==> src/sct_pkg.sv <==
// Purpose: Constants and types for the SDRAM command-timing controller
// Assumes: 100 MHz ref_clk, slower speed grade, CAS latency 2, burst 1
// Notes:   Waits given in ns, us or ms are derived here; DPL, DAL, MRD and CCD are set in cycles

package sct_pkg;

  ////////////////////////////////////////////////////////////////////
  // Clock and printed times
  localparam int CLK_PERIOD_NS  = 10;
  localparam int T_RC_NS        = 63;     // Row cycle
  localparam int T_RAS_NS       = 42;     // Activate to precharge, least
  localparam int T_RAS_MAX_NS   = 100000; // Activate to precharge, most
  localparam int T_RP_NS        = 20;     // Precharge to activate
  localparam int T_RCD_NS       = 20;     // Activate to column command
  localparam int T_RRD_NS       = 14;     // Activate to other bank
  localparam int T_CKE_EXTRA_NS = 3;      // Extra beyond one clock
  localparam int T_REF_MS       = 64;     // Whole refresh period
  localparam int REF_ROWS       = 4096;   // Refreshes per period
  localparam int T_POWERON_US   = 200;    // Settle before operation
  localparam int T_INIT_US      = 100;    // Inhibit window

  ////////////////////////////////////////////////////////////////////
  // Cycle counts: least times round up, longest round down
  localparam int RC_CYC  = (T_RC_NS + CLK_PERIOD_NS - 1) / CLK_PERIOD_NS;
  localparam int RAS_CYC = (T_RAS_NS + CLK_PERIOD_NS - 1) / CLK_PERIOD_NS;
  localparam int RP_CYC  = (T_RP_NS + CLK_PERIOD_NS - 1) / CLK_PERIOD_NS;
  localparam int RCD_CYC = (T_RCD_NS + CLK_PERIOD_NS - 1) / CLK_PERIOD_NS;
  localparam int RRD_CYC = (T_RRD_NS + CLK_PERIOD_NS - 1) / CLK_PERIOD_NS;
  localparam int CKE_EXIT_CYC = 1 + (T_CKE_EXTRA_NS + CLK_PERIOD_NS - 1)
                                    / CLK_PERIOD_NS;
  localparam int RAS_MAX_CYC_DEF = T_RAS_MAX_NS / CLK_PERIOD_NS;
  localparam int INIT_US = (T_POWERON_US > T_INIT_US) ? T_POWERON_US
                                                       : T_INIT_US;
  localparam int INIT_CYC_DEF = (INIT_US * 1000) / CLK_PERIOD_NS;
  localparam int REF_INT_CYC = (T_REF_MS * 1000000 / REF_ROWS)
                               / CLK_PERIOD_NS;
  localparam int DPL_CYC = 2;   // Last data to precharge
  localparam int DAL_CYC = 5;   // Data to activate, auto-precharge
  localparam int MRD_CYC = 2;   // Mode load to activate/refresh
  localparam int CCD_CYC = 1;   // Column to column
  localparam int REF_SLACK_CYC = 32; // Worst delay of a due refresh
  localparam int INIT_REF_NUM = 2;   // Refreshes during start-up
  localparam int CAS_LAT = 2;
  localparam int RD_PIPE_LEN = CAS_LAT + 1;

  ////////////////////////////////////////////////////////////////////
  // Widths and field positions
  localparam int TMR_W  = 16;
  localparam int DQ_W   = 16;
  localparam int DQM_W  = 2;
  localparam int BA_W   = 2;
  localparam int ADDR_W = 12;
  localparam int COL_W  = 8;
  localparam int AP_BIT = 10;   // Auto/all-bank precharge address bit
  localparam int SINCE_W = 16;

  // Burst 1, sequential, CAS latency 2, normal mode
  localparam logic [ADDR_W-1:0] MODE_WORD = 12'h020;
  localparam logic [DQM_W-1:0]  DQM_IDLE  = 2'h3;
  localparam logic [SINCE_W-1:0] SINCE_RST = 16'hFFFF;

  ////////////////////////////////////////////////////////////////////
  // Command encodings {cs_n, ras_n, cas_n, we_n}
  typedef logic [3:0] sct_cmd_t;
  localparam sct_cmd_t CMD_NOP = 4'h7;
  localparam sct_cmd_t CMD_ACT = 4'h3;
  localparam sct_cmd_t CMD_RD  = 4'h5;
  localparam sct_cmd_t CMD_WR  = 4'h4;
  localparam sct_cmd_t CMD_PRE = 4'h2;
  localparam sct_cmd_t CMD_REF = 4'h1;
  localparam sct_cmd_t CMD_LMR = 4'h0;

  // Pins toward the memory
  typedef struct packed {
    logic              cke;
    sct_cmd_t          cmd;
    logic [BA_W-1:0]   ba;
    logic [ADDR_W-1:0] addr;
    logic [DQM_W-1:0]  dqm;
  } sct_pins_s;

  // One user access, single word
  typedef struct packed {
    logic              write;
    logic [BA_W-1:0]   bank;
    logic [ADDR_W-1:0] row;
    logic [COL_W-1:0]  col;
    logic [DQ_W-1:0]   wdata;
    logic [DQM_W-1:0]  mask;
  } sct_req_s;

endpackage : sct_pkg

==> src/sct_ctrl.sv <==
// Purpose: Host-side SDRAM controller that keeps command spacing
// Assumes: One bank open at a time, single-word accesses
// Notes:   Writes close with auto-precharge, reads with explicit close
//
// Operation
// Activates and refreshes spaced by row cycle
// Precharge between 42 ns and 100 us
// Precharge to activate at least 20 ns
// Activate to column command at least 20 ns
// Activates across banks at least 14 ns
// Two cycles from last write data to precharge
// Auto-precharge write: five cycles before activate
// 4096 refreshes within every 64 ms
// Command waits one clock plus 3 ns after CKE
// Column commands may follow every cycle
// Device suspends clock one cycle after CKE low
// Device resumes clock one cycle after CKE high
// Write mask acts in the same cycle
// Read mask floats lanes two cycles later
// First write data with the write command
// Burst stop one cycle after last data
// New column command one cycle after data
// Two cycles after mode load before activate
// Start operation 200 us after power-up
// Inhibit, precharge all, two refreshes, mode load
// Round waits up, issue no-ops meanwhile

`timescale 1ns/1ps
`default_nettype none

module sct_ctrl #(
  parameter int INIT_CYC    = sct_pkg::INIT_CYC_DEF,
  parameter int RAS_MAX_CYC = sct_pkg::RAS_MAX_CYC_DEF
) (
  input  wire logic                     ref_clk,
  input  wire logic                     reset_n,
  input  wire logic                     req_valid,
  input  wire sct_pkg::sct_req_s        req,
  input  wire logic                     pd_req,
  output logic                          req_ack,
  output logic                          rd_valid,
  output logic [sct_pkg::DQ_W-1:0]      rd_data,
  output logic                          init_done,
  output sct_pkg::sct_pins_s            sd_pins,
  output logic [sct_pkg::DQ_W-1:0]      sd_dq_out,
  output logic                          sd_dq_oe,
  input  wire logic [sct_pkg::DQ_W-1:0] sd_dq_in
);
  import sct_pkg::*;

  ////////////////////////////////////////////////////////////////////
  // States, Gray along the start-up path
  typedef enum logic [3:0] {
    ST_RST   = 4'h0,
    ST_INIT  = 4'h1,
    ST_IPRE  = 4'h3,
    ST_IREF  = 4'h2,
    ST_IMRS  = 4'h6,
    ST_IDLE  = 4'h7,
    ST_RW    = 4'h5,
    ST_PRE   = 4'h4,
    ST_PDOWN = 4'hF
  } sct_state_e;

  sct_state_e            state_reg, state_next;   // Sequencer
  sct_pins_s             pins_reg, pins_next;     // Memory pins
  logic [DQ_W-1:0]       dq_out_reg, dq_out_next; // Write data
  logic                  dq_oe_reg, dq_oe_next;   // Data drive
  sct_req_s              hold_reg, hold_next;     // Taken access
  logic                  ack_reg, ack_next;       // Take pulse
  logic [1:0]            iref_reg, iref_next;     // Start-up refreshes
  logic                  init_reg, init_next;     // Start-up over
  logic                  ref_due_reg, ref_due_next;
  logic [RD_PIPE_LEN-1:0] rd_pipe_reg, rd_pipe_next;
  logic                  rd_valid_reg, rd_valid_next;
  logic [DQ_W-1:0]       rd_data_reg, rd_data_next;
  logic [DQ_W-1:0]       dq_in_reg;               // Pad capture

  logic             wait_ld, rc_ld, ras_ld, ref_clr;
  logic [TMR_W-1:0] wait_val;
  logic             wait_done, rc_done, ras_done, ref_done;

  ////////////////////////////////////////////////////////////////////
  // Timers: command wait, row cycle, activate-to-close, refresh tick
  sct_timer #(.W(TMR_W)) u_wait (
    .ref_clk  (ref_clk),
    .reset_n  (reset_n),
    .load     (wait_ld),
    .load_val (wait_val),
    .done     (wait_done)
  );

  sct_timer #(.W(TMR_W)) u_rc (
    .ref_clk  (ref_clk),
    .reset_n  (reset_n),
    .load     (rc_ld),
    .load_val (TMR_W'(RC_CYC - 1)),
    .done     (rc_done)
  );

  sct_timer #(.W(TMR_W)) u_ras (
    .ref_clk  (ref_clk),
    .reset_n  (reset_n),
    .load     (ras_ld),
    .load_val (TMR_W'(RAS_CYC - 1)),
    .done     (ras_done)
  );

  // Free running; reloads itself each time it expires
  sct_timer #(.W(TMR_W)) u_ref (
    .ref_clk  (ref_clk),
    .reset_n  (reset_n),
    .load     (ref_done),
    .load_val (TMR_W'(REF_INT_CYC - 1)),
    .done     (ref_done)
  );

  ////////////////////////////////////////////////////////////////////
  // Sequencer: every wait defaults to NOP on the command pins
  always_comb begin
    state_next    = state_reg;
    pins_next     = pins_reg;
    pins_next.cmd = CMD_NOP;
    pins_next.dqm = DQM_IDLE;
    dq_out_next   = dq_out_reg;
    dq_oe_next    = 1'b0;
    hold_next     = hold_reg;
    ack_next      = 1'b0;
    iref_next     = iref_reg;
    init_next     = init_reg;
    wait_ld       = 1'b0;
    wait_val      = '0;
    rc_ld         = 1'b0;
    ras_ld        = 1'b0;
    ref_clr       = 1'b0;
    case (state_reg)
      // Arm the power-up settle wait
      ST_RST: begin
        wait_ld    = 1'b1;
        wait_val   = TMR_W'(INIT_CYC - 1);
        state_next = ST_INIT;
      end
      // Only NOPs until the settle time is over
      ST_INIT: begin
        if (wait_done) begin
          state_next = ST_IPRE;
        end
      end
      // Close every bank
      ST_IPRE: begin
        pins_next.cmd            = CMD_PRE;
        pins_next.addr           = '0;
        pins_next.addr[AP_BIT]   = 1'b1;
        wait_ld                  = 1'b1;
        wait_val                 = TMR_W'(RP_CYC - 1);
        state_next               = ST_IREF;
      end
      // Two refreshes, row cycle apart
      ST_IREF: begin
        if (wait_done && rc_done) begin
          pins_next.cmd = CMD_REF;
          rc_ld         = 1'b1;
          wait_ld       = 1'b1;
          wait_val      = TMR_W'(RC_CYC - 1);
          iref_next     = iref_reg + 2'h1;
          if (iref_reg == 2'(INIT_REF_NUM - 1)) begin
            state_next = ST_IMRS;
          end
        end
      end
      // Program the mode register, then hold off
      ST_IMRS: begin
        if (wait_done) begin
          pins_next.cmd  = CMD_LMR;
          pins_next.ba   = '0;
          pins_next.addr = MODE_WORD;
          wait_ld        = 1'b1;
          wait_val       = TMR_W'(MRD_CYC - 1);
          init_next      = 1'b1;
          state_next     = ST_IDLE;
        end
      end
      // Refresh first, then power-down, then a new access
      ST_IDLE: begin
        if (wait_done && rc_done) begin
          if (ref_due_reg) begin
            pins_next.cmd = CMD_REF;
            rc_ld         = 1'b1;
            wait_ld       = 1'b1;
            wait_val      = TMR_W'(RC_CYC - 1);
            ref_clr       = 1'b1;
          end else if (pd_req) begin
            pins_next.cke = 1'b0;
            state_next    = ST_PDOWN;
          end else if (req_valid) begin
            pins_next.cmd  = CMD_ACT;
            pins_next.ba   = req.bank;
            pins_next.addr = req.row;
            hold_next      = req;
            ack_next       = 1'b1;
            rc_ld          = 1'b1;
            ras_ld         = 1'b1;
            wait_ld        = 1'b1;
            wait_val       = TMR_W'(RCD_CYC - 1);
            state_next     = ST_RW;
          end
        end
      end
      // Column command; writes close themselves
      ST_RW: begin
        if (wait_done) begin
          pins_next.addr              = '0;
          pins_next.addr[COL_W-1:0]   = hold_reg.col;
          if (hold_reg.write) begin
            // Waiting for tRAS keeps the internal close legal
            if (ras_done) begin
              pins_next.cmd          = CMD_WR;
              pins_next.addr[AP_BIT] = 1'b1;
              pins_next.dqm          = hold_reg.mask;
              dq_out_next            = hold_reg.wdata;
              dq_oe_next             = 1'b1;
              wait_ld                = 1'b1;
              wait_val               = TMR_W'(DAL_CYC - 1);
              state_next             = ST_IDLE;
            end
          end else begin
            // Low mask here unmasks data two cycles on
            pins_next.cmd = CMD_RD;
            pins_next.dqm = '0;
            wait_ld       = 1'b1;
            wait_val      = TMR_W'(CCD_CYC - 1);
            state_next    = ST_PRE;
          end
        end
      end
      // Close the read bank once tRAS is met
      ST_PRE: begin
        if (wait_done && ras_done) begin
          pins_next.cmd  = CMD_PRE;
          pins_next.ba   = hold_reg.bank;
          pins_next.addr = '0;
          wait_ld        = 1'b1;
          wait_val       = TMR_W'(RP_CYC - 1);
          state_next     = ST_IDLE;
        end
      end
      // CKE low; leave for a refresh or when released
      ST_PDOWN: begin
        if (ref_due_reg || !pd_req) begin
          pins_next.cke = 1'b1;
          wait_ld       = 1'b1;
          wait_val      = TMR_W'(CKE_EXIT_CYC);
          state_next    = ST_IDLE;
        end
      end
      default: begin
        state_next = ST_RST;
      end
    endcase
  end

  // Sequencer registers; CKE and DQM high at power-up
  always_ff @(posedge ref_clk or negedge reset_n) begin
    if (!reset_n) begin
      state_reg  <= ST_RST;
      pins_reg   <= '{cke: 1'b1, cmd: CMD_NOP, ba: '0, addr: '0,
                      dqm: DQM_IDLE};
      dq_out_reg <= '0;
      dq_oe_reg  <= 1'b0;
      hold_reg   <= '0;
      ack_reg    <= 1'b0;
      iref_reg   <= '0;
      init_reg   <= 1'b0;
    end else begin
      state_reg  <= state_next;
      pins_reg   <= pins_next;
      dq_out_reg <= dq_out_next;
      dq_oe_reg  <= dq_oe_next;
      hold_reg   <= hold_next;
      ack_reg    <= ack_next;
      iref_reg   <= iref_next;
      init_reg   <= init_next;
    end
  end

  ////////////////////////////////////////////////////////////////////
  // Refresh due flag; a new tick beats a same-cycle clear
  always_comb begin
    ref_due_next = ref_done | (ref_due_reg & ~ref_clr);
  end

  always_ff @(posedge ref_clk or negedge reset_n) begin
    if (!reset_n) begin
      ref_due_reg <= 1'b0;
    end else begin
      ref_due_reg <= ref_due_next;
    end
  end

  ////////////////////////////////////////////////////////////////////
  // Read return: data lands CAS latency after the command on the pins
  always_comb begin
    rd_pipe_next  = {rd_pipe_reg[RD_PIPE_LEN-2:0],
                     (pins_reg.cmd == CMD_RD)};
    rd_valid_next = rd_pipe_reg[RD_PIPE_LEN-1];
    rd_data_next  = rd_pipe_reg[RD_PIPE_LEN-1] ? dq_in_reg : rd_data_reg;
  end

  // Memory is on ref_clk, so one pad flop is enough here
  always_ff @(posedge ref_clk or negedge reset_n) begin
    if (!reset_n) begin
      rd_pipe_reg  <= '0;
      rd_valid_reg <= 1'b0;
      rd_data_reg  <= '0;
      dq_in_reg    <= '0;
    end else begin
      rd_pipe_reg  <= rd_pipe_next;
      rd_valid_reg <= rd_valid_next;
      rd_data_reg  <= rd_data_next;
      dq_in_reg    <= sd_dq_in;
    end
  end

  assign req_ack   = ack_reg;
  assign rd_valid  = rd_valid_reg;
  assign rd_data   = rd_data_reg;
  assign init_done = init_reg;
  assign sd_pins   = pins_reg;
  assign sd_dq_out = dq_out_reg;
  assign sd_dq_oe  = dq_oe_reg;

  ////////////////////////////////////////////////////////////////////
  // Checking aid: cycles since each event on the pins, saturating
  localparam int EV_ACT = 0;
  localparam int EV_PRE = 1;
  localparam int EV_REF = 2;
  localparam int EV_LMR = 3;
  localparam int EV_WR  = 4;
  localparam int EV_CKE = 5;   // Counts from the last CKE-low cycle
  localparam int EV_N   = 6;

  logic [EV_N-1:0]    ev;
  logic [SINCE_W-1:0] since_reg  [EV_N];
  logic [SINCE_W-1:0] since_next [EV_N];

  always_comb begin
    ev[EV_ACT] = (pins_reg.cmd == CMD_ACT);
    ev[EV_PRE] = (pins_reg.cmd == CMD_PRE);
    ev[EV_REF] = (pins_reg.cmd == CMD_REF);
    ev[EV_LMR] = (pins_reg.cmd == CMD_LMR);
    ev[EV_WR]  = (pins_reg.cmd == CMD_WR);
    ev[EV_CKE] = ~pins_reg.cke;
    for (int i = 0; i < EV_N; i++) begin
      if (ev[i]) begin
        since_next[i] = SINCE_W'(1);
      end else if (since_reg[i] != SINCE_RST) begin
        since_next[i] = since_reg[i] + SINCE_W'(1);
      end else begin
        since_next[i] = since_reg[i];
      end
    end
  end

  always_ff @(posedge ref_clk or negedge reset_n) begin
    if (!reset_n) begin
      for (int i = 0; i < EV_N; i++) begin
        since_reg[i] <= SINCE_RST;
      end
    end else begin
      for (int i = 0; i < EV_N; i++) begin
        since_reg[i] <= since_next[i];
      end
    end
  end

  act_rc_a: assert property (
    @(posedge ref_clk) disable iff (!reset_n)
    ev[EV_ACT] |-> (since_reg[EV_ACT] >= RC_CYC) &&
                   (since_reg[EV_REF] >= RC_CYC))
    else $error("activate closer than row cycle");

  ref_rc_a: assert property (
    @(posedge ref_clk) disable iff (!reset_n)
    ev[EV_REF] |-> (since_reg[EV_REF] >= RC_CYC) &&
                   (since_reg[EV_ACT] >= RC_CYC))
    else $error("refresh closer than row cycle");

  pre_ras_a: assert property (
    @(posedge ref_clk) disable iff (!reset_n)
    (ev[EV_PRE] && init_reg) |-> (since_reg[EV_ACT] >= RAS_CYC))
    else $error("precharge before activate-to-close time");

  ras_max_a: assert property (
    @(posedge ref_clk) disable iff (!reset_n)
    // Next count: in the ACT cycle the register still holds the old gap
    (state_reg == ST_RW || state_reg == ST_PRE) |->
      (since_next[EV_ACT] < RAS_MAX_CYC))
    else $error("row held open too long");

  act_rp_a: assert property (
    @(posedge ref_clk) disable iff (!reset_n)
    (ev[EV_ACT] || ev[EV_REF]) |-> (since_reg[EV_PRE] >= RP_CYC))
    else $error("activate too soon after precharge");

  rw_rcd_a: assert property (
    @(posedge ref_clk) disable iff (!reset_n)
    (pins_reg.cmd == CMD_RD || ev[EV_WR]) |->
      (since_reg[EV_ACT] >= RCD_CYC) && (since_reg[EV_ACT] >= RRD_CYC))
    else $error("column command too soon after activate");

  dal_wait_a: assert property (
    @(posedge ref_clk) disable iff (!reset_n)
    ev[EV_WR] |-> ##1 (!ev[EV_ACT] && !ev[EV_REF] && !ev[EV_PRE])[*4])
    else $error("command inside write auto-precharge window");

  mrd_wait_a: assert property (
    @(posedge ref_clk) disable iff (!reset_n)
    (ev[EV_ACT] || ev[EV_REF]) |-> (since_reg[EV_LMR] >= MRD_CYC))
    else $error("command too soon after mode load");

  cke_exit_a: assert property (
    @(posedge ref_clk) disable iff (!reset_n)
    (pins_reg.cmd != CMD_NOP) |->
      (pins_reg.cke && since_reg[EV_CKE] > CKE_EXIT_CYC))
    else $error("command too soon after clock enable");

  ref_budget_a: assert property (
    @(posedge ref_clk) disable iff (!reset_n)
    init_reg |-> (since_reg[EV_REF] <= REF_INT_CYC + REF_SLACK_CYC))
    else $error("refresh interval overrun");

  wr_data_a: assert property (
    @(posedge ref_clk) disable iff (!reset_n)
    ev[EV_WR] |-> (sd_dq_oe && sd_dq_out == hold_reg.wdata) ##1 !sd_dq_oe)
    else $error("write data not with write command");

endmodule : sct_ctrl

`default_nettype wire

==> src/sct_timer.sv <==
// Purpose: Loadable down-counter that marks an elapsed wait
// Assumes: Load wins over counting
// Notes:   Loading N-1 lets the next command go N cycles after the load

`timescale 1ns/1ps
`default_nettype none

module sct_timer #(
  parameter int W = 16
) (
  input  wire logic         ref_clk,
  input  wire logic         reset_n,
  input  wire logic         load,
  input  wire logic [W-1:0] load_val,
  output logic              done
);

  logic [W-1:0] count_reg;   // Remaining cycles
  logic [W-1:0] count_next;

  // Next count: load, else count down and rest at zero
  always_comb begin
    if (load) begin
      count_next = load_val;
    end else if (count_reg != '0) begin
      count_next = count_reg - W'(1);
    end else begin
      count_next = count_reg;
    end
  end

  // Register only
  always_ff @(posedge ref_clk or negedge reset_n) begin
    if (!reset_n) begin
      count_reg <= '0;
    end else begin
      count_reg <= count_next;
    end
  end

  assign done = (count_reg == '0);

endmodule : sct_timer

`default_nettype wire
==> config.mk <==
export PLATFORM = sky130hd
export DESIGN_NAME = sct_ctrl
export DESIGN_NICKNAME = d
export VERILOG_FILES = /design/src/sct_pkg.sv /design/src/sct_ctrl.sv /design/src/sct_timer.sv
export SDC_FILE = /design/constraint.sdc
export NUM_CORES = 1
export LEC_CHECK = 0
export BUFFER_PORTS_ARGS = -buffer_cell sky130_fd_sc_hd__buf_2
export CORE_MARGIN = 4
export CORE_UTILIZATION = 40
export DETAILED_ROUTE_END_ITERATION = 12
export PLACE_DENSITY_LB_ADDON = 0.3
export SYNTH_ARGS = -nofsm -noshare
export SYNTH_HDL_FRONTEND = slang
export SYNTH_SLANG_ARGS = --single-unit
==> constraint.sdc <==
create_clock -name ref_clk -period 2.7 [get_ports ref_clk]
set_clock_uncertainty 0.2 [all_clocks]
set_input_delay 0.405 -clock ref_clk [delete_from_list [all_inputs] [get_ports ref_clk]]
set_output_delay 0.405 -clock ref_clk [all_outputs]
set_load 0.01 [all_outputs]
==> results of run 1 <==
==> worst reg2reg max path, cell delays in order, from the launching register on <==
cell and delay [ns]:
dfrtp_1 0.40, inv_1 0.11, ha_2 0.23, nor4b_4 0.26, nand4_2 0.16, buf_12 0.20, a21oi_1 0.13, nor2_1 0.09
a2111oi_0 0.47, o21ai_0 0.24
==> cell type report <==
type | count | area, sq um | share of cell area
Sequential cell | 175 | 4390 | 0.438
Multi-Input combinational cell | 521 | 3230 | 0.323
Timing Repair Buffer | 196 | 1370 | 0.137
Clock buffer | 19 | 453 | 0.0453
Tap cell | 260 | 325 | 0.0325
Clock inverter | 13 | 194 | 0.0194
Inverter | 12 | 45.0 | 0.00450
==> stage by stage <==
stage / TNS (ns) / cell area (sq um)
6_report: 0 / 10000
4_1_cts: 0 / 9980
5_1_grt: -0.00203 / 10000
3_5_place_dp: 0 / 8850
2_1_floorplan: 0 / 7790
3_3_place_gp: 0 / 8850
==> cells by family after synthesis <==
logic type / after synthesis / synth area share
simple gates: 341 / 0.218
flops: 175 / 0.563
compound gates: 85 / 0.0728
xor+xnor: 52 / 0.0585
buf+inv: 41 / 0.0254
mux: 34 / 0.0488
fa+ha+maj: 8 / 0.0129
other cells: 1 / 0.000482
==> power by group through the flow <==
stage	combinational, mW	sequential (mW)	clock, mW
floorplan	0.210	2.85	0
global placement	0.345	2.87	0
detailed placement	0.353	2.88	0
CTS	0.410	2.82	2.73
global route	0.460	2.84	2.85
finish	0.403	2.83	2.65
==> layer usage <==
layer / share of wire / GRT usage / vias to the layer above / wire length [um]
met3: 0.044 / 0.0356 / 28 / 770
met2: 0.48 / 0.269 / 148 / 8370
met5: 0 / 0 / - / 0
met4: 0.023 / 0.0685 / 0 / 398
li1: - / - / 2902 / -
met1: 0.46 / 0.224 / 2792 / 8050
==> timing repair <==
action,in CTS,in global routing
hold buffers,48,0
setup endpoints to repair,0,36
resized for setup,0,5
hold endpoints to repair,107,0
==> layout by cell type (no fill, tap or decap), types with 6 or more instances in the layout <==
cell / instances
nor2_1: 76
nand4_1: 6
o21ai_1: 10
buf_2: 115
clkbuf_16: 17
a31oi_1: 8
nor3_1: 19
o21ai_0: 18
dfstp_2: 6
nand2_1: 143
mux2_2: 24
nand3_1: 13
mux2_1: 8
or3_1: 9
xnor2_1: 31
nand2b_1: 8
xor2_1: 21
buf_4: 27
nor4_1: 10
nand3b_1: 6
dlygate4sd3_1: 48
a21oi_1: 14
a22oi_1: 8
dfrtp_1: 169
ha_1: 7
inv_1: 12
==> worst paths after layout <==
check	depth (start not counted)	to	slack, ns	startpoint
setup / recovery	9	sd_pins[17]$_DFF_PN1_	0.09	u_wait.count_reg[0]$_DFFE_PN0P_
max in group asynchronous	3	u_wait.count_reg[7]$_DFFE_PN0P_	1.26	reset_n
setup reg to reg	9	sd_pins[17]$_DFF_PN1_	0.09	u_wait.count_reg[0]$_DFFE_PN0P_
hold reg to reg	0	rd_pipe_reg[1]$_DFF_PN0_	0.16	rd_pipe_reg[0]$_DFF_PN0_
hold / removal	3	hold_reg[39]$_DFFE_PN0P_	0.02	req[39]
min in group asynchronous	2	u_ref.count_reg[3]$_DFF_PN0_	0.34	reset_n
==> run_results.csv, run 1 <==
group,metric,value,unit
placement,gp_congestion,0.831,
die,die_y,148,um
die,core_area,19000,sq um
outcome,outcome,"finished clean",
job,drv_cap,0,
power_and_ir_drop,vdd_drop_max,0.000402,V
logic_synthesis,synthesis.nets,806,
placement,dp.cells,1116,
power_and_ir_drop,p_seq_frac,0.480,
logic_synthesis,ys.flop_type,"dfrtp_1",
clocking,cts_tree,"yes",
cells_and_area,filler_cell_count,1692,
routing,routed_wl,17600,um
power_and_ir_drop,powerDensity,588,nW/um^2
routing,first_iter_violations,315,
die,io-pin-count,118,
logic_synthesis,synth_top_area_share,0.543,
logic_synthesis,yosys-top-cells-area,"dfrtp_1 54%, nand2_1 6.9%, nor2_1 3.7%, xnor2_1 3.5%, mux2_2 3.5%",
placement,post-place-ws,0.0994,ns
logic_synthesis,yosysMostFrequentCell,"dfrtp_1",
power_and_ir_drop,p_comb_frac,0.068,
global_route,grt.overflow.total,0,
logic_synthesis,synthArstFlopShare,1.00,
global_route,grt_pass1_wl,29700,um
worst_setup_path,cp_slowest_stage_delay,0.47,ns
logic_synthesis,synth_edf_count,0,
power_and_ir_drop,p_leak,4.80,nW
cells_and_area,post-route-util,0.528,
sta,post-route-min-period,2.61,ns
global_route,antenna_found_initial,0,
sta,final_max_slew_viol_count,0,
logic_synthesis,ys_warn_count,0,
sta,period_share,0.967,
worst_setup_path,end_kind,"flop",
clocking,numCtsBuffers,17,
die,start_util,0.411,
worst_setup_path,crit_chain,"inv_1, ha_2, nor4b_4, nand4_2, buf_12, a21oi_1, nor2_1, a2111oi_0, o21ai_0",
global_route,grt_pass1_vias,5897,
die,chipWidth,148,um
logic_synthesis,yosys-top-cells-count,"169 x dfrtp_1, 143 x nand2_1, 76 x nor2_1",
cells_and_area,layout.cells.non_filler,1196,
sta,setup_violations,0,
power_and_ir_drop,switching_share,0.240,
clocking,insertion_delay,0.43,ns
sta,max_slew_margin,0.547,
cells_and_area,largest_reg_flops,29,
logic_synthesis,netlist_instances,737,
routing,drcViolationCount,0,
clocking,root_buffer,"clkbuf_16",
sta,fmax,383,MHz
clocking,cts_buffer_depth,2,
routing,via_count,5870,
power_and_ir_drop,power_switching,1.41,mW
power_and_ir_drop,power,5.88,mW
placement,port_buffers,116,
logic_synthesis,ys_ff_latch,175,
logic_synthesis,yosys.area.top_type,"dfrtp_1",
worst_setup_path,cp_max_fo,22,
sta,hold_violations,0,
logic_synthesis,synth-seq-area-share,0.563,
global_route,grt_use_total,0.168,
worst_setup_path,worstPathArrival,2.71,ns
routing,drtAntennaViolNets,0,
die,rows,50,
clocking,cts.sinks,175,
worst_setup_path,cpMaxStageDelayCell,"a2111oi_0",
sta,worst_slew_pin_slew,0.679,ns
worst_setup_path,crit_buf_inv,2,
logic_synthesis,syn_avg_cell_area,10.6,sq um
clocking,cts.htree.levels,4,
worst_setup_path,crit_type,"reg2reg",
global_route,grt_max_degree,69,
worst_setup_path,start_kind,"flop",
cells_and_area,drive_gt1_frac,0.259,
clocking,path_clk_slew,0.07,ns
routing,post_drt_wl_per_cell,14.7,um
clocking,post_cts_buffers,0,
routing,drtPass1Iterations,4,
power_and_ir_drop,clkPwrFrac,0.451,
routing,via_per_inst,4.91,
hold_path,min_path_type,"in2reg",
cells_and_area,antenna_cells,0,
logic_synthesis,syn_area,7790,sq um
power_and_ir_drop,p_int,4.47,mW
sta,whs,0.0236,ns
placement,dp_hpwl,12000,um
cells_and_area,nets,992,
logic_synthesis,synth.distinct_cells,66,
sta,setup_slack,0.0878,ns
worst_setup_path,path_delay_family,"compound AO/OA/AOI/OAI gates",
die,dieArea,21800,sq um
cells_and_area,syn_to_final_growth,28.5,%
worst_setup_path,required,2.80,ns
Note: power is estimated with default switching activity, not from simulation.
==> inputs of run 2 (changes only) <==
CORE_MARGIN = unset   (was 4)
clock period = 2.4 ns   (was 2.7 ns; I/O delays follow)
==> run 2 against run 1 <==
Net effect:
- the flow now finishes with violations (negative setup slack)
- first-iteration DRC count fell by 4.4%
- maximum frequency is 7.5% higher
- global-route usage increased by 1.9 points
- clock power grew 7.5%
- critical path depth up 1
- register-to-register slack got worse by 0.12 ns
- hold slack got worse by 0.014 ns
- setup slack got worse by 0.12 ns
- sequential power rose by 13%
- total power up 11%
- via count is 4.4% higher
- critical endpoint is now sd_dq_out[0]$_DFFE_PN0P_
==> run_results.csv, run 2 (same netlist as run 1, synthesis figures left out) <==
group,metric,value,unit
outcome,outcome,"finished with violations",
outcome,violations,"negative setup slack",
cells_and_area,filler_cell_count,1605,
cells_and_area,syn_to_final_growth,38.0,%
worst_setup_path,required,2.51,ns
die,rows,50,
cells_and_area,largest_reg_flops,29,
cells_and_area,layout.cells.non_filler,1254,
cells_and_area,layout.area.seq,4390,sq um
power_and_ir_drop,powerDensity,609,nW/um^2
placement,gp_congestion,0.859,
power_and_ir_drop,p_leak,5.15,nW
worst_setup_path,cp_max_fo,6,
routing,first_iter_violations,301,
sta,hold_violations,0,
global_route,grt.overflow.total,0,
worst_setup_path,r2r_slack,-0.03,ns
die,die_y,142,um
cells_and_area,drive_gt1_frac,0.331,
routing,via_per_inst,4.89,
worst_setup_path,path_delay_family,"buffers and inverters",
global_route,grt_max_degree,61,
sta,setup_slack,-0.0302,ns
cells_and_area,final_common_cell,"dfrtp_1",
worst_setup_path,cpMaxStageDelayCell,"dfrtp_1",
die,chipWidth,142,um
cells_and_area,antenna_cells,0,
placement,port_buffers,116,
clocking,root_buffer,"clkbuf_16",
placement,dp_hpwl,11900,um
sta,final_max_slew_viol_count,0,
die,core_area,18900,sq um
sta,fmax,411,MHz
clocking,cts_buffer_depth,2,
worst_setup_path,cp_slowest_stage_delay,0.39,ns
clocking,numCtsBuffers,17,
global_route,grt_pass1_wl,29600,um
routing,routed_wl,18400,um
global_route,grt_pass1_vias,6015,
clocking,path_clk_slew,0.07,ns
die,start_util,0.412,
routing,via_count,6127,
power_and_ir_drop,vdd_drop_max,0.000445,V
worst_setup_path,crit_chain,"inv_2, ha_4, nor4b_4, nand4_2, buf_8, buf_6, nor4_4, buf_6, clkbuf_16, mux2_4",
sta,period_share,1.01,
worst_setup_path,crit_buf_inv,5,
clocking,insertion_delay,0.42,ns
power_and_ir_drop,power,6.54,mW
routing,post_drt_wl_per_cell,14.6,um
routing,drtAntennaViolNets,0,
worst_setup_path,worstPathArrival,2.54,ns
worst_setup_path,end_kind,"flop",
sta,max_slew_margin,0.541,
worst_setup_path,crit_top_cell,"buf_6",
global_route,antenna_found_initial,0,
routing,drcViolationCount,0,
cells_and_area,layout_common_cells,"168 x dfrtp_1, 143 x nand2_1, 115 x buf_2",
cells_and_area,multi_input_area,3460,sq um
cells_and_area,nets,1051,
clocking,cts_tree,"yes",
clocking,cts.sinks,175,
worst_setup_path,crit_type,"reg2reg",
sta,worst_slew_pin_slew,0.688,ns
job,drv_cap,0,
routing,drtPass1Iterations,4,
die,io-pin-count,118,
hold_path,min_path_type,"in2reg",
placement,dp.cells,1153,
global_route,grt_use_total,0.187,
die,dieArea,20000,sq um
worst_setup_path,start_kind,"flop",
sta,post-route-min-period,2.43,ns
clocking,cts.htree.levels,4,
sta,rsz0062_at_grt,"yes",
sta,setup_violations,14,
[run 2: cell count changes in the layout (fill, tap and decap cells not counted), sizes merged]
cell         delta
buf            +55
clkbuf          +1
clkinv          +3
dlygate4sd3     +2
inv             -3
[run 2: worst min-delay path: cells and delay by family]
family	cells	cell delay, ns
AO/OA/AOI/OAI	2	0.17
buffers and inverters	1	0.07
[run 2: power breakdown]
| part | leakage [nW] | switching (mW) | internal, mW | total [mW] |
|---|---|---|---|---|
| clock | 0.296 | 1.19 | 1.66 | 2.85 |
| sequential | 2.22 | 0.128 | 3.06 | 3.19 |
| combinational | 2.64 | 0.241 | 0.259 | 0.500 |
| total | 5.15 | 1.56 | 4.98 | 6.54 |
[run 2: layout make-up]
type                       count  share of cell area
sequential                   175               0.408
multi-input combinational    521               0.322
timing repair buffer         255               0.178
clock buffer                  18              0.0399
tap                          260              0.0303
clock inverter                13              0.0170
inverter                      12             0.00419
[run 2: worst paths after layout]
check,depth (start not counted),startpoint,to
max in group asynchronous,3,reset_n,u_ras.count_reg[6]$_DFFE_PN0P_
min,3,req[33],sd_pins[9]$_DFFE_PN0P_
min in group asynchronous,2,reset_n,rd_data[2]$_DFFE_PN0P_
min reg2reg,0,rd_pipe_reg[1]$_DFF_PN0_,rd_pipe_reg[2]$_DFF_PN0_
max reg2reg,10,u_wait.count_reg[0]$_DFFE_PN0P_,sd_dq_out[0]$_DFFE_PN0P_
max,10,u_wait.count_reg[0]$_DFFE_PN0P_,sd_dq_out[0]$_DFFE_PN0P_
[run 2: layer usage]
metal / global-route usage / wire [um] / vias to the layer above
li1: - / - / 3022
met1: 0.255 / 8620 / 2938
met2: 0.296 / 8740 / 156
met3: 0.0493 / 862 / 11
met4: 0.0504 / 152 / 0
met5: 0 / 0 / -
[run 2: timing repair]
action	CTS	global route
gates resized for setup	7	59
endpoints found under the hold margin	98	0
setup endpoints to repair	58	95
setup buffers	0	20
pin swaps	2	22
gates cloned	0	3
hold buffers	50	0
[run 2: through the flow]
stage | utilization | instance area [sq um] | hold slack [ns] | worst slack (ns) | TNS (ns)
6_report | 0.569 | 10700 | 0.0101 | -0.0302 | -0.188
3_3_place_gp | 0.486 | 9180 | 0.133 | -0.0676 | -0.615
3_5_place_dp | 0.486 | 9180 | 0.135 | -0.163 | -2.28
4_1_cts | 0.546 | 10300 | 0.00598 | 0.0162 | 0
2_1_floorplan | - | 7810 | -0.136 | 0.0164 | 0
5_1_grt | 0.569 | 10700 | 0.00639 | -0.0857 | -1.86
==> inputs of run 3 (changes only) <==
SETUP_SLACK_MARGIN = 0.4   (was unset)
==> run 3 against run 2 <==
Net effect:
- the flow still finishes with violations (negative setup slack)
- sequential power barely moved
- die area did not move
- wire length rose by 24%
- count of clock-buffer cells in the layout stayed put
- cell area up 11%
- hold slack worse by 0.0069 ns
- utilization up 6.0 points
- global-route usage increased by 2.9 points
- via count rose by 10%
- setup slack worse by 0.057 ns
- non-clock buffer count up 40
- critical path type unchanged
==> run_results.csv, run 3 (same netlist as run 1, synthesis figures left out) <==
group,metric,value,unit
outcome,outcome,"finished with violations",
outcome,violations,"negative setup slack",
hold_path,min_path_type,"in2reg",
sta,final_max_slew_viol_count,0,
placement,dp_hpwl,11900,um
routing,drcViolationCount,0,
sta,post-route-min-period,2.49,ns
die,chipWidth,142,um
routing,drtAntennaViolNets,0,
cells_and_area,layout.area.seq,4390,sq um
worst_setup_path,crit_type,"reg2reg",
worst_setup_path,required,2.52,ns
sta,setup_violations,16,
routing,routed_wl,22800,um
sta,rsz0062_at_grt,"yes",
sta,setup_slack,-0.0872,ns
hold_path,whs_path_depth,3,
placement,gp_congestion,0.888,
placement,place_area,9120,sq um
power_and_ir_drop,p_seq_frac,0.480,
worst_setup_path,cpMaxStageDelayCell,"dfrtp_2",
hold_path,min_to,"sd_pins[9]$_DFFE_PN0P_",
routing,post_drt_wl_per_cell,17.6,um
routing,drtPass1Iterations,6,
worst_setup_path,cp_slowest_stage_delay,0.46,ns
clocking,root_buffer,"clkbuf_16",
worst_setup_path,rr_endpoint,"sd_dq_out[15]$_DFFE_PN0P_",
die,core_area,18900,sq um
sta,fin_tns_setup,-0.775,ns
die,rows,50,
clocking,insertion_delay,0.44,ns
die,dieArea,20000,sq um
worst_setup_path,start_kind,"flop",
global_route,antenna_found_initial,1,
routing,first_iter_violations,350,
cells_and_area,nets,1091,
sta,worst_slew_pin_slew,0.680,ns
placement,port_buffers,116,
worst_setup_path,end_kind,"flop",
worst_setup_path,r2r.worst_path.cells,8,
cells_and_area,filler_cell_count,1414,
cells_and_area,largest_reg_flops,29,
global_route,grt_max_degree,64,
job,drv_cap,0,
global_route,grt_pass1_wl,33700,um
clocking,cts_tree,"yes",
worst_setup_path,r2r_slack,-0.09,ns
sta,hold_violations,0,
cells_and_area,final_common_cell,"dfrtp_1",
routing,via_count,6744,
die,start_util,0.412,
clocking,cts_buffer_depth,2,
die,io-pin-count,118,
cells_and_area,layout_common_cells,"163 x dfrtp_1, 115 x buf_2, 89 x nand2_1",
cells_and_area,multi_input_area,4030,sq um
power_and_ir_drop,power_switching,1.83,mW
power_and_ir_drop,clkPwrFrac,0.401,
global_route,grt_pass1_vias,6652,
cells_and_area,final_cell_area,11900,sq um
power_and_ir_drop,powerDensity,564,nW/um^2
global_route,grt.overflow.total,0,
die,die_y,142,um
cells_and_area,drive_gt1_frac,0.446,
sta,fmax,402,MHz
clocking,path_clk_slew,0.08,ns
worst_setup_path,crit_chain,"nor4_4, buf_4, nand4_1, nor4_4, buf_4, buf_6, buf_12, mux2_4",
worst_setup_path,worstPathArrival,2.61,ns
clocking,cts.htree.levels,4,
power_and_ir_drop,vdd_drop_max,0.000581,V
power_and_ir_drop,switching_share,0.273,
global_route,grt_use_total,0.216,
power_and_ir_drop,p_comb_frac,0.119,
clocking,cts.sinks,175,
worst_setup_path,cp_max_fo,5,
worst_setup_path,reg2reg_from,"u_ras.count_reg[6]$_DFFE_PN0P_",
power_and_ir_drop,p_leak,5.66,nW
cells_and_area,syn_to_final_growth,52.5,%
sta,max_slew_margin,0.547,
power_and_ir_drop,p_int,4.87,mW
clocking,numCtsBuffers,17,
hold_path,min-delay-start,"req[33]",
worst_setup_path,crit_buf_inv,4,
routing,via_per_inst,5.20,
sta,period_share,1.04,
worst_setup_path,path_delay_family,"simple AND/OR/NAND/NOR gates",
run 3: cell type report:
cell class,instances,area share
timing repair buffer,295,0.211
multi-input combinational,521,0.339
inverter,12,0.00379
clock buffer,18,0.0361
antenna,1,0.000211
tap,260,0.0274
sequential,175,0.370
clock inverter,14,0.0123
run 3: worst min-delay path, cell delays in order:
cell	delay, ns
buf_2	0.08
a22oi_1	0.06
o21ai_1	0.11
run 3: through the flow:
stage | setup WS (ns) | hold slack, ns | utilization | cells | power (mW)
after floorplan | 0.0164 | -0.136 | - | 737 | 3.48
after global placement | -0.00684 | 0.0855 | 0.483 | 1137 | 3.66
after detailed placement | -0.0385 | 0.0855 | 0.483 | 1137 | 3.68
after CTS | 0.0481 | 0.00248 | 0.599 | 1275 | 6.57
after global routing | -0.147 | 0.0319 | 0.629 | 1295 | 6.95
final | -0.0872 | 0.00322 | 0.629 | 1296 | 6.70
run 3: worst max-delay path by stage:
stage               cells past startpoint                   endpoint                            start  slack (ns)
floorplan                               7  sd_dq_out[10]$_DFFE_PN0P_  u_wait.count_reg[1]$_DFFE_PN0P_        0.02
global placement                        9      sd_pins[17]$_DFF_PN1_   u_ras.count_reg[0]$_DFFE_PN0P_      -0.007
detailed placement                      9      sd_pins[17]$_DFF_PN1_   u_ras.count_reg[1]$_DFFE_PN0P_       -0.04
CTS                                     9  sd_dq_out[13]$_DFFE_PN0P_   u_ras.count_reg[1]$_DFFE_PN0P_        0.05
global route                            8  sd_dq_out[15]$_DFFE_PN0P_   u_ras.count_reg[6]$_DFFE_PN0P_       -0.15
finish                                  8  sd_dq_out[15]$_DFFE_PN0P_   u_ras.count_reg[6]$_DFFE_PN0P_       -0.09
run 3: timing repair:
item,CTS,global route
resized for setup,124,100
hold endpoints to repair,89,0
pin swaps,48,45
endpoints found under the setup margin,116,120
hold buffers,55,0
setup buffers,40,20
cloned,11,0
run 3: power groups by stage:
| stage | Clock (mW) | Combinational (mW) | Sequential [mW] |
|---|---|---|---|
| after CTS | 2.74 | 0.630 | 3.20 |
| after floorplan | 0 | 0.261 | 3.22 |
| final | 2.69 | 0.795 | 3.21 |
| after global routing | 2.86 | 0.870 | 3.22 |
| after detailed placement | 0 | 0.439 | 3.24 |
| after global placement | 0 | 0.430 | 3.23 |
run 3: layer usage:
metal  share of wire  vias to the layer above  wire length, um  track usage
met1            0.41                     3323             9220        0.268
met4           0.029                        0              665       0.0775
met2            0.51                      253            11600        0.360
met5               0                        -                0            0
li1                -                     3102                -            -
met3           0.055                       66             1260       0.0631
